File: src/common/emsc_pkg.sv
`default_nettype none
// shared constants for the external memory strobe and clock layer
package emsc_pkg;
    // strap codes on the clock select pins
    localparam logic [1:0] STRAP_EXT = 2'h0;
    localparam logic [1:0] STRAP_DIV4 = 2'h1;
    localparam logic [1:0] STRAP_DIV6 = 2'h2;
    // core clock periods of the internal sources, in core cycles
    localparam logic [2:0] DIV4_PERIOD = 3'h4;
    localparam logic [2:0] DIV6_PERIOD = 3'h6;
    // divided output clock ratio codes
    localparam logic [1:0] RATIO_1 = 2'h0;
    localparam logic [1:0] RATIO_2 = 2'h1;
    localparam logic [1:0] RATIO_4 = 2'h2;
    // memory type codes of a chip space
    localparam logic [1:0] MEM_ASYNC = 2'h0;
    localparam logic [1:0] MEM_SDRAM = 2'h1;
    localparam logic [1:0] MEM_SYNC = 2'h2;
    // address layout
    localparam int SPACE_LSB = 28;
    localparam int ADDR_LSB = 3;
    localparam int ADDR_MSB = 22;
    localparam logic [1:0] FIFO_SPACE = 2'h3;
    // reset and idle values
    localparam logic STROBE_IDLE = 1'b1;
    localparam logic [3:0] SELECT_IDLE = 4'hf;
    // interface input clock source
    typedef enum logic [1:0] {EMSC_SRC_EXT, EMSC_SRC_DIV4, EMSC_SRC_DIV6} emsc_src_t;
endpackage : emsc_pkg
`default_nettype wire

File: src/common/emsc_clk_if.sv
`timescale 1ns/1ps
`default_nettype none
// carries source choice down and derived clocks back up
interface emsc_clk_if;
    emsc_pkg::emsc_src_t src; // chosen input clock source
    logic [1:0] ratio; // divided clock ratio code
    logic full_clk; // full-rate clock level
    logic div_clk; // divided clock level
    modport gen (input src, input ratio, output full_clk, output div_clk);
    modport user (output src, output ratio, input full_clk, input div_clk);
endinterface : emsc_clk_if
`default_nettype wire

File: src/logic/emsc_top.sv
`timescale 1ns/1ps
`default_nettype none
// Overview of operation
// - latch clock source strap after reset
// - divided clock is input over one, two, four
// - full-rate clock matches chosen input clock
// - read strobe serves async, sdram, sync
// - select field picks address or read strobe for sync type
// - output strobe shared across memory types
// - write strobe shared across memory types
// - clock gate controls self-refresh or general output
// - dedicated output strobe for fifo space of sync type
// - ready input paces asynchronous accesses
// - address pins carry doubleword address
// - strap 00 ext, 01 div4, 10 div6
// - exactly one space select per access
module emsc_top (
    // clock and reset
    input wire logic clock_in,
    input wire logic rst_in,
    // clock pins and strap
    input wire logic ext_input_clock_in,
    input wire logic [1:0] input_clock_select_in,
    input wire logic [1:0] clock_ratio_in,
    output logic full_rate_output_clock_out,
    output logic divided_output_clock_out,
    output logic [1:0] clock_source_out,
    // core access request
    input wire logic access_active_in,
    input wire logic [31:0] byte_address_in,
    input wire logic read_req_in,
    input wire logic addr_strobe_req_in,
    input wire logic output_req_in,
    input wire logic write_req_in,
    // per-space configuration
    input wire logic [3:0][1:0] space_mem_type_in,
    input wire logic [3:0] read_strobe_select_in,
    // sdram clock gate control
    input wire logic sdram_fitted_in,
    input wire logic self_refresh_in,
    input wire logic gp_output_in,
    // ready pin and pacing
    input wire logic async_ready_in,
    output logic async_ready_out,
    output logic async_wait_out,
    // memory pins
    output logic [emsc_pkg::ADDR_MSB:emsc_pkg::ADDR_LSB] ext_address_bus_out,
    output logic ext_address_oe_out,
    output logic [3:0] space_select_n_out,
    output logic read_strobe_n_out,
    output logic output_strobe_n_out,
    output logic write_strobe_n_out,
    output logic fifo_space_output_strobe_n_out,
    output logic sdram_clock_gate_out
);
    // strap decode, reserved code falls back to external clock
    function automatic emsc_pkg::emsc_src_t decode_strap(input logic [1:0] code);
        unique case (code)
            emsc_pkg::STRAP_DIV4: decode_strap = emsc_pkg::EMSC_SRC_DIV4;
            emsc_pkg::STRAP_DIV6: decode_strap = emsc_pkg::EMSC_SRC_DIV6;
            default: decode_strap = emsc_pkg::EMSC_SRC_EXT;
        endcase
    endfunction : decode_strap

    emsc_clk_if clk_bus(); // carrier to the clock generator
    emsc_pkg::emsc_src_t src_ff; // latched clock source
    logic strap_done_ff; // strap has been captured
    logic [2:0] rdy_sync_ff; // ready pin synchroniser
    logic ready_ff; // filtered ready level
    logic busy_ff; // an access is in progress
    logic [1:0] mode_ff; // memory type latched for the access
    logic ren_ff; // read strobe select latched for the access
    logic [1:0] space_ff; // chip space latched for the access
    logic [1:0] space; // space decoded from the address
    logic [1:0] cur_mode; // type in force this cycle
    logic cur_ren; // select in force this cycle
    logic [1:0] cur_space; // space in force this cycle
    logic nxt_read_n;
    logic [emsc_pkg::ADDR_MSB:emsc_pkg::ADDR_LSB] addr_ff;
    logic [3:0] sel_n_ff;
    logic read_n_ff;
    logic oe_n_ff;
    logic we_n_ff;
    logic fifo_oe_n_ff;
    logic cke_ff;

    // clock generator
    emsc_clk_gen u_clk_gen (
        .clock_in(clock_in),
        .rst_in(rst_in),
        .ext_input_clock_in(ext_input_clock_in),
        .clk_bus(clk_bus)
    );
    assign clk_bus.src = src_ff;
    assign clk_bus.ratio = clock_ratio_in;
    assign full_rate_output_clock_out = clk_bus.full_clk;
    assign divided_output_clock_out = clk_bus.div_clk;
    assign clock_source_out = src_ff;

    // catch the strap in the first cycle after reset release
    always_ff @(posedge clock_in) begin
        if (rst_in) begin
            src_ff <= emsc_pkg::EMSC_SRC_EXT;
            strap_done_ff <= 1'b0;
        end else if (!strap_done_ff) begin
            src_ff <= decode_strap(input_clock_select_in);
            strap_done_ff <= 1'b1;
        end
    end

    // ready pin synchroniser
    always_ff @(posedge clock_in) begin
        if (rst_in) begin
            rdy_sync_ff <= 3'h0;
        end else begin
            rdy_sync_ff <= {rdy_sync_ff[1:0], async_ready_in};
        end
    end

    // accept a ready change once stages two and three agree
    always_ff @(posedge clock_in) begin
        if (rst_in) begin
            ready_ff <= 1'b0;
        end else if (rdy_sync_ff[1] == rdy_sync_ff[2]) begin
            ready_ff <= rdy_sync_ff[2];
        end
    end

    // access context is latched at the start and held to the end
    always_ff @(posedge clock_in) begin
        if (rst_in) begin
            busy_ff <= 1'b0;
            mode_ff <= emsc_pkg::MEM_ASYNC;
            ren_ff <= 1'b0;
            space_ff <= 2'h0;
        end else begin
            busy_ff <= access_active_in;
            if (access_active_in && !busy_ff) begin
                mode_ff <= space_mem_type_in[space];
                ren_ff <= read_strobe_select_in[space];
                space_ff <= space;
            end
        end
    end

    // context in force: live at the first cycle, latched afterwards
    always_comb begin
        space = byte_address_in[emsc_pkg::SPACE_LSB +: 2];
        cur_space = busy_ff ? space_ff : space;
        cur_mode = busy_ff ? mode_ff : space_mem_type_in[space];
        cur_ren = busy_ff ? ren_ff : read_strobe_select_in[space];
        // shared read strobe function by memory type
        if (cur_mode == emsc_pkg::MEM_SYNC && !cur_ren) begin
            nxt_read_n = ~addr_strobe_req_in;
        end else begin
            nxt_read_n = ~read_req_in;
        end
    end

    // shared strobes, idle when no access is active
    always_ff @(posedge clock_in) begin
        if (rst_in || !access_active_in) begin
            read_n_ff <= emsc_pkg::STROBE_IDLE;
            oe_n_ff <= emsc_pkg::STROBE_IDLE;
            we_n_ff <= emsc_pkg::STROBE_IDLE;
            fifo_oe_n_ff <= emsc_pkg::STROBE_IDLE;
        end else begin
            read_n_ff <= nxt_read_n;
            oe_n_ff <= ~output_req_in;
            we_n_ff <= ~write_req_in;
            // fifo strobe only for synchronous type in the fifo space
            fifo_oe_n_ff <= ~(output_req_in && cur_space == emsc_pkg::FIFO_SPACE
                              && cur_mode == emsc_pkg::MEM_SYNC);
        end
    end

    // space selects and doubleword address
    always_ff @(posedge clock_in) begin
        if (rst_in) begin
            sel_n_ff <= emsc_pkg::SELECT_IDLE;
            addr_ff <= '0;
        end else begin
            sel_n_ff <= access_active_in ? ~(4'h1 << cur_space) : emsc_pkg::SELECT_IDLE;
            addr_ff <= byte_address_in[emsc_pkg::ADDR_MSB:emsc_pkg::ADDR_LSB];
        end
    end

    // clock gate: self-refresh control or general output
    always_ff @(posedge clock_in) begin
        if (rst_in) begin
            cke_ff <= 1'b1;
        end else begin
            cke_ff <= sdram_fitted_in ? ~self_refresh_in : gp_output_in;
        end
    end

    // outputs
    assign ext_address_bus_out = addr_ff;
    assign ext_address_oe_out = strap_done_ff; // strap pins released first
    assign space_select_n_out = sel_n_ff;
    assign read_strobe_n_out = read_n_ff;
    assign output_strobe_n_out = oe_n_ff;
    assign write_strobe_n_out = we_n_ff;
    assign fifo_space_output_strobe_n_out = fifo_oe_n_ff;
    assign sdram_clock_gate_out = cke_ff;
    assign async_ready_out = ready_ff;
    assign async_wait_out = busy_ff && mode_ff == emsc_pkg::MEM_ASYNC && !ready_ff;

    // source stays fixed once captured
    property p_strap_hold;
        @(posedge clock_in) disable iff (rst_in)
        $past(strap_done_ff) |-> $stable(src_ff);
    endproperty
    a_strap_hold: assert property (p_strap_hold) else $error("clock source changed after strap");

    // one space select during an access, none otherwise
    property p_one_space;
        @(posedge clock_in) disable iff (rst_in)
        access_active_in |-> ##1 $countones(~space_select_n_out) == 1;
    endproperty
    a_one_space: assert property (p_one_space) else $error("space select not one-hot");

    // strobes idle after an idle cycle
    property p_idle;
        @(posedge clock_in) disable iff (rst_in)
        !access_active_in |-> ##1 (read_strobe_n_out && output_strobe_n_out && write_strobe_n_out
                                    && fifo_space_output_strobe_n_out && space_select_n_out == 4'hf);
    endproperty
    a_idle: assert property (p_idle) else $error("strobe active while idle");

    // sync read-enable mode follows the read request
    property p_ren_read;
        @(posedge clock_in) disable iff (rst_in)
        (access_active_in && cur_mode == emsc_pkg::MEM_SYNC && cur_ren) |-> ##1 read_strobe_n_out == !$past(read_req_in);
    endproperty
    a_ren_read: assert property (p_ren_read) else $error("read enable mode wrong");

    // sync address-strobe mode follows the address strobe request
    property p_ren_addr;
        @(posedge clock_in) disable iff (rst_in)
        (access_active_in && cur_mode == emsc_pkg::MEM_SYNC && !cur_ren)
            |-> ##1 read_strobe_n_out == !$past(addr_strobe_req_in);
    endproperty
    a_ren_addr: assert property (p_ren_addr) else $error("address strobe mode wrong");

    // fifo strobe only in the fifo space
    property p_fifo;
        @(posedge clock_in) disable iff (rst_in)
        !fifo_space_output_strobe_n_out |-> $past(cur_space) == emsc_pkg::FIFO_SPACE && !output_strobe_n_out;
    endproperty
    a_fifo: assert property (p_fifo) else $error("fifo strobe outside its space");

    // address pins carry the doubleword address one cycle later
    property p_addr;
        @(posedge clock_in) disable iff (rst_in)
        1'b1 |-> ##1 ext_address_bus_out == $past(byte_address_in[emsc_pkg::ADDR_MSB:emsc_pkg::ADDR_LSB]);
    endproperty
    a_addr: assert property (p_addr) else $error("address pins wrong");

    // clock gate follows self-refresh when sdram fitted
    property p_cke;
        @(posedge clock_in) disable iff (rst_in)
        sdram_fitted_in |-> ##1 sdram_clock_gate_out == !$past(self_refresh_in);
    endproperty
    a_cke: assert property (p_cke) else $error("clock gate wrong");
endmodule : emsc_top
`default_nettype wire

File: src/logic/emsc_clk_gen.sv
`timescale 1ns/1ps
`default_nettype none
// builds the full-rate and divided output clocks from the chosen source
module emsc_clk_gen (
    // clock and reset
    input wire logic clock_in,
    input wire logic rst_in,
    // external clock pin
    input wire logic ext_input_clock_in,
    // link to the top
    emsc_clk_if.gen clk_bus
);
    // period of an internal source
    function automatic logic [2:0] period_of(input emsc_pkg::emsc_src_t s);
        period_of = (s == emsc_pkg::EMSC_SRC_DIV6) ? emsc_pkg::DIV6_PERIOD : emsc_pkg::DIV4_PERIOD;
    endfunction : period_of

    logic [2:0] ext_sync_ff; // three-stage pin synchroniser
    logic ext_level_ff; // filtered external level
    logic [2:0] cnt_ff; // internal divider phase
    logic full_ff; // full-rate clock
    logic div_ff; // divided clock
    logic div_ph_ff; // half-rate phase for ratio four
    logic [2:0] nxt_cnt;
    logic nxt_full;
    logic rise;
    emsc_pkg::emsc_src_t src_q_ff; // source seen one cycle ago

    // synchronise the external clock pin
    always_ff @(posedge clock_in) begin
        if (rst_in) begin
            ext_sync_ff <= 3'h0;
        end else begin
            ext_sync_ff <= {ext_sync_ff[1:0], ext_input_clock_in};
        end
    end

    // accept a new level only when stages two and three agree
    always_ff @(posedge clock_in) begin
        if (rst_in) begin
            ext_level_ff <= 1'b0;
        end else if (ext_sync_ff[1] == ext_sync_ff[2]) begin
            ext_level_ff <= ext_sync_ff[2];
        end
    end

    // next phase and level of the full-rate clock
    always_comb begin
        // restart the phase on a source change, so no runt high pulse follows the strap
        nxt_cnt = (clk_bus.src != src_q_ff || cnt_ff >= period_of(clk_bus.src) - 3'h1) ? 3'h0 : cnt_ff + 3'h1;
        if (clk_bus.src == emsc_pkg::EMSC_SRC_EXT) begin
            nxt_full = ext_level_ff;
        end else begin
            nxt_full = (nxt_cnt < (period_of(clk_bus.src) >> 1));
        end
        rise = nxt_full & ~full_ff;
    end

    // internal divider and full-rate register
    always_ff @(posedge clock_in) begin
        if (rst_in) begin
            cnt_ff <= 3'h0;
            full_ff <= 1'b0;
            src_q_ff <= emsc_pkg::EMSC_SRC_EXT;
        end else begin
            cnt_ff <= nxt_cnt;
            full_ff <= nxt_full;
            src_q_ff <= clk_bus.src;
        end
    end

    // divided clock: follows, or toggles on every or every second rise
    always_ff @(posedge clock_in) begin
        if (rst_in) begin
            div_ff <= 1'b0;
            div_ph_ff <= 1'b0;
        end else if (clk_bus.ratio == emsc_pkg::RATIO_2) begin
            div_ff <= rise ? ~div_ff : div_ff;
        end else if (clk_bus.ratio == emsc_pkg::RATIO_4) begin
            if (rise) begin
                div_ph_ff <= ~div_ph_ff;
                div_ff <= div_ph_ff ? ~div_ff : div_ff;
            end
        end else begin
            div_ff <= nxt_full;
        end
    end

    assign clk_bus.full_clk = full_ff;
    assign clk_bus.div_clk = div_ff;

    // divide-by-six clock stays high three cycles
    property p_div6_high;
        @(posedge clock_in) disable iff (rst_in)
        (clk_bus.src == emsc_pkg::EMSC_SRC_DIV6 && $stable(clk_bus.src) && $rose(full_ff))
            |-> full_ff[*3] ##1 !full_ff;
    endproperty
    a_div6_high: assert property (p_div6_high) else $error("div6 clock high time wrong");

    // divide-by-four clock repeats every four cycles
    property p_div4_period;
        @(posedge clock_in) disable iff (rst_in)
        (clk_bus.src == emsc_pkg::EMSC_SRC_DIV4 && $stable(clk_bus.src) && $rose(full_ff))
            |-> ##4 $rose(full_ff);
    endproperty
    a_div4_period: assert property (p_div4_period) else $error("div4 clock period wrong");

    // external source: full-rate clock tracks the agreed pin level
    property p_ext_follow;
        @(posedge clock_in) disable iff (rst_in)
        (clk_bus.src == emsc_pkg::EMSC_SRC_EXT && ext_sync_ff[1] == ext_sync_ff[2])
            ##1 (clk_bus.src == emsc_pkg::EMSC_SRC_EXT)
            |-> ##1 full_ff == $past(ext_sync_ff[2], 2);
    endproperty
    a_ext_follow: assert property (p_ext_follow) else $error("full clock not tracking pin");

    // ratio one: divided clock equals full-rate clock
    property p_ratio1;
        @(posedge clock_in) disable iff (rst_in)
        (clk_bus.ratio == emsc_pkg::RATIO_1 && $past(clk_bus.ratio) == emsc_pkg::RATIO_1) |-> div_ff == full_ff;
    endproperty
    a_ratio1: assert property (p_ratio1) else $error("ratio one clock mismatch");

    // ratio two: divided clock changes only on a full-rate rise
    property p_ratio2;
        @(posedge clock_in) disable iff (rst_in)
        (clk_bus.ratio == emsc_pkg::RATIO_2 && $past(clk_bus.ratio) == emsc_pkg::RATIO_2 && $changed(div_ff))
            |-> $rose(full_ff);
    endproperty
    a_ratio2: assert property (p_ratio2) else $error("ratio two toggled off a rise");
endmodule : emsc_clk_gen
`default_nettype wire

File: config.mk
export PLATFORM = sky130hd
export DESIGN_NAME = emsc_top
export DESIGN_NICKNAME = d
export VERILOG_FILES = /design/src/common/emsc_pkg.sv /design/src/common/emsc_clk_if.sv /design/src/logic/emsc_top.sv /design/src/logic/emsc_clk_gen.sv
export SDC_FILE = /design/constraint.sdc
export NUM_CORES = 1
export LEC_CHECK = 0
export CAP_MARGIN = 25
export CELL_PAD_IN_SITES_DETAIL_PLACEMENT = 1
export CELL_PAD_IN_SITES_GLOBAL_PLACEMENT = 1
export CORE_ASPECT_RATIO = 1.2
export CORE_MARGIN = 2
export CORE_UTILIZATION = 48
export CTS_CLUSTER_DIAMETER = 150
export DETAILED_ROUTE_END_ITERATION = 12
export DONT_BUFFER_PORTS = 1
export GPL_TIMING_DRIVEN = 0
export PLACE_DENSITY = 0.83
export SETUP_SLACK_MARGIN = 0.1
export SYNTH_ARGS = -nofsm -noshare
export SYNTH_HDL_FRONTEND = slang
export SYNTH_SLANG_ARGS = --single-unit
File: constraint.sdc
create_clock -name clock_in -period 4.7 [get_ports clock_in]
set_input_delay 0.94 -clock clock_in [delete_from_list [all_inputs] [get_ports clock_in]]
set_output_delay 0.94 -clock clock_in [all_outputs]
set_load 0.1 [all_outputs]
==> results.json <==
{
  "status": "finished, final reports clean",
  "vias": 1283,
  "syn_nets": 241,
  "p_leak_nw": 0.882,
  "clk_pin_slew_worst_paths_ns": 0.10,
  "finalSetupViolCount": 0,
  "endpoint_kind": "flop",
  "synthCells": 178,
  "clk_latency_ns": 0.30,
  "r2r-start": "clock_source_out[1]",
  "maxCapViolCount": 0,
  "timing.slew.headroom_pct": 28.0,
  "grtUsageTotal_pct": 19.0,
  "die-height_um": 72.9,
  "hold_path_class": "reg2reg",
  "r2r-end": "u_clk_gen.div_ph_ff",
  "clock_path_buffers": 2,
  "area_delta_synth_final_pct": 15.4,
  "ys_warn_count": 0,
  "top_level_ports": 96,
  "dp_cells": 236,
  "cts_buffers": 5,
  "rrSetupSlack_ns": 2.15,
  "first_pass_iters": 4,
  "drc_errors": 0,
  "slew_violations": 0,
  "die-area_um2": 4480,
  "synth_edf_count": 0,
  "critical_path.max_stage_delay_ns": 0.60,
  "min_delay_path_depth": 1,
  "grt_pass1_vias": 1371,
  "synth_ff_type": "dfxtp_1",
  "finalWorstSetupSlack_ns": 2.15,
  "ys_types": 34,
  "crit_fanout": 6,
  "ctsResizeCount": 0,
  "rows": 25,
  "fp.coreArea_um2": 3880,
  "fin_crit_ns": 2.55,
  "yosysSeqAreaShare_pct": 56.9,
  "place_ws_ns": 2.18,
  "grt_first_pass_wirelength_um": 6220,
  "period_share_pct": 54.2,
  "drive_above_1_share_pct": 10.9,
  "synthArstFlopShare_pct": 0,
  "routedWlPerCell_um": 16.0,
  "synth-seq-cells": 54,
  "worstHoldEndpoint": "rdy_sync_ff[1]",
  "cpMaxStageDelayCell": "a2111oi_0",
  "tightest_slew_ns": 1.08,
  "cts_tree": "done",
  "grt_max_degree": 18,
  "hold_viol_final": 0,
  "drtIter0Drc": 31,
  "htree_levels": 2,
  "finalWirelength_um": 3940,
  "overflow": 0,
  "worstHoldStart": "rdy_sync_ff[0]",
  "fin_cells": 246,
  "syn_area_per_cell_um2": 10.7,
  "fin_skew_ns": 0.0121,
  "post_cts_buffers": 0,
  "layout.nets": 254,
  "io_buffers": 0,
  "cp.required_ns": 4.91,
  "cp.arrival_ns": 2.76,
  "path_class": "reg2reg",
  "ir_drop_uv": 228,
  "antenna_cells": 0,
  "r2r_cells": 9,
  "cts-root-buf": "clkbuf_8",
  "cts.sinks": 54,
  "die_w_um": 61.4,
  "tns_ns": 0,
  "max_freq_mhz": 392,
  "cts_hold_buf": 0,
  "antenna_found_initial": 0,
  "antenna_left": 0,
  "critPathLaunchType": "flop",
  "initial_core_util_pct": 49.0,
  "gp_congestion": 0.774,
  "vias_per_cell": 5.22,
  "power.density_nw_per_um2": 422,
  "syn-cell-area_um2": 1900,
  "rsz0062_at_grt": "false",
  "cp_cell_sequence": "buf_16 > nand2b_1 > inv_1 > ha_1 > a21o_1 > a2111oi_0 > a31o_2 > nor4_1 > o21a_1",
  "place_hpwl_um": 3090
}
[synthesized netlist by cell type, types with 2 or more instances]
| master | instances | area share (%) |
|---|---|---|
| dfxtp_1 | 54 | 57 |
| nor2b_1 | 31 | 10 |
| nor2_1 | 14 | 2.8 |
| nand2_1 | 10 | 2.0 |
| clkbuf_1 | 8 | 1.6 |
| o21ai_0 | 8 | 2.1 |
| inv_1 | 5 | 0.99 |
| a21oi_1 | 4 | 1.1 |
| mux2i_1 | 4 | 2.1 |
| nor3b_1 | 4 | 1.6 |
| and3b_1 | 3 | 1.4 |
| ha_1 | 3 | 2.0 |
| nor3_1 | 3 | 0.79 |
| xor2_1 | 3 | 1.4 |
| mux4_1 | 2 | 2.8 |
| nand2b_1 | 2 | 0.66 |
| nand3_1 | 2 | 0.53 |
| o31a_1 | 2 | 0.92 |
[logic make-up (layout without fill, tap and decap cells)]
| kind of cell | after synthesis | count (layout) | synth area share (%) |
|---|---|---|---|
| AOI/OAI and AO/OA | 22 | 22 | 7.77 |
| buffers and inverters | 14 | 28 | 3.16 |
| muxes | 8 | 8 | 6.65 |
| and+or+nand+nor | 73 | 73 | 21.7 |
| DFF | 54 | 54 | 56.9 |
| adders and majority gates | 3 | 3 | 1.98 |
| xor gates and xnor gates | 4 | 4 | 1.84 |
[area by class of cell]
type	instances	area, µm²
well taps	54	67.6
inverters	5	18.8
flip-flops and latches	54	1080
multi-input cells	110	773
fillers	442	1690
plain buffers	9	41.3
clock buffers	5	68.8
clock inverters	3	21.3
repair buffers	6	120
[routing by layer]
| layer | part of all wire, % | global-route usage [%] |
|---|---|---|
| met1 | 35 | 20.1 |
| met2 | 57 | 34.3 |
| met3 | 6.1 | 5.85 |
| met4 | 2.3 | 7.33 |
| met5 | 0 | 0 |
[worst max path at each step]
| stage | start | endpoint | slack (ns) | cells after the start |
|---|---|---|---|---|
| floorplan | async_ready_out | async_wait_out | 1.27 | 1 |
| global placement | async_ready_out | async_wait_out | 1.18 | 1 |
| detailed placement | clock_source_out[1] | u_clk_gen.div_ph_ff | 2.18 | 9 |
| CTS | async_ready_out | async_wait_out | 2.05 | 2 |
| global route | clock_source_out[1] | u_clk_gen.div_ph_ff | 2.03 | 9 |
| finish | clock_source_out[1] | u_clk_gen.div_ph_ff | 2.15 | 9 |
[through the flow]
stage,total power (W),cell area [µm²],hold WS [ns],utilization (%)
6_report,0.000924,2190,0.455,56.5
5_1_grt,0.000965,2190,0.466,56.5
4_1_cts,0.000931,2150,0.459,55.5
3_5_place_dp,0.000687,2060,0.443,53.2
3_3_place_gp,0.000672,1970,0.432,50.9
2_1_floorplan,0.000661,1910,0.414,-
[critical path, delay by kind of cell (launching register included)]
kind                     cells  cell delay (ns)
buffers and inverters        2             0.27
AO/OA/AOI/OAI                4             1.29
AND/OR/NAND/NOR              2             0.15
flip-flops                   1             0.51
adder cells (fa/ha/maj)      1             0.22
[sequential cells by signal, summed over array words and instances (netlist names), 2 cells and up]
name                   count
mode_ff                    2
u_clk_gen.src_q_ff         2
u_clk_gen.cnt_ff           3
u_clk_gen.ext_sync_ff      3
ext_address_bus_out       20
space_ff                   2
clock_source_out           2
space_select_n_out         4
rdy_sync_ff                3
[report_power, final]
group,switching (W),internal [W]
registers,0.000112,0.000481
logic,0.0000446,0.0000377
clock network,0.000144,0.000105
total,0.000301,0.000623
[layout by cell type, fill, tap and decap left out, types with 4 or more instances in the layout]
master,netlist,final
o21ai_0,8,8
nor2b_1,31,31
nand2_1,10,10
mux2i_1,4,4
clkbuf_8,0,5
inv_1,5,5
nor2_1,14,14
dfxtp_1,54,54
a21oi_1,4,4
clkbuf_1,8,8
nor3b_1,4,4
No activity file was read; power rests on OpenSTA's default activity.
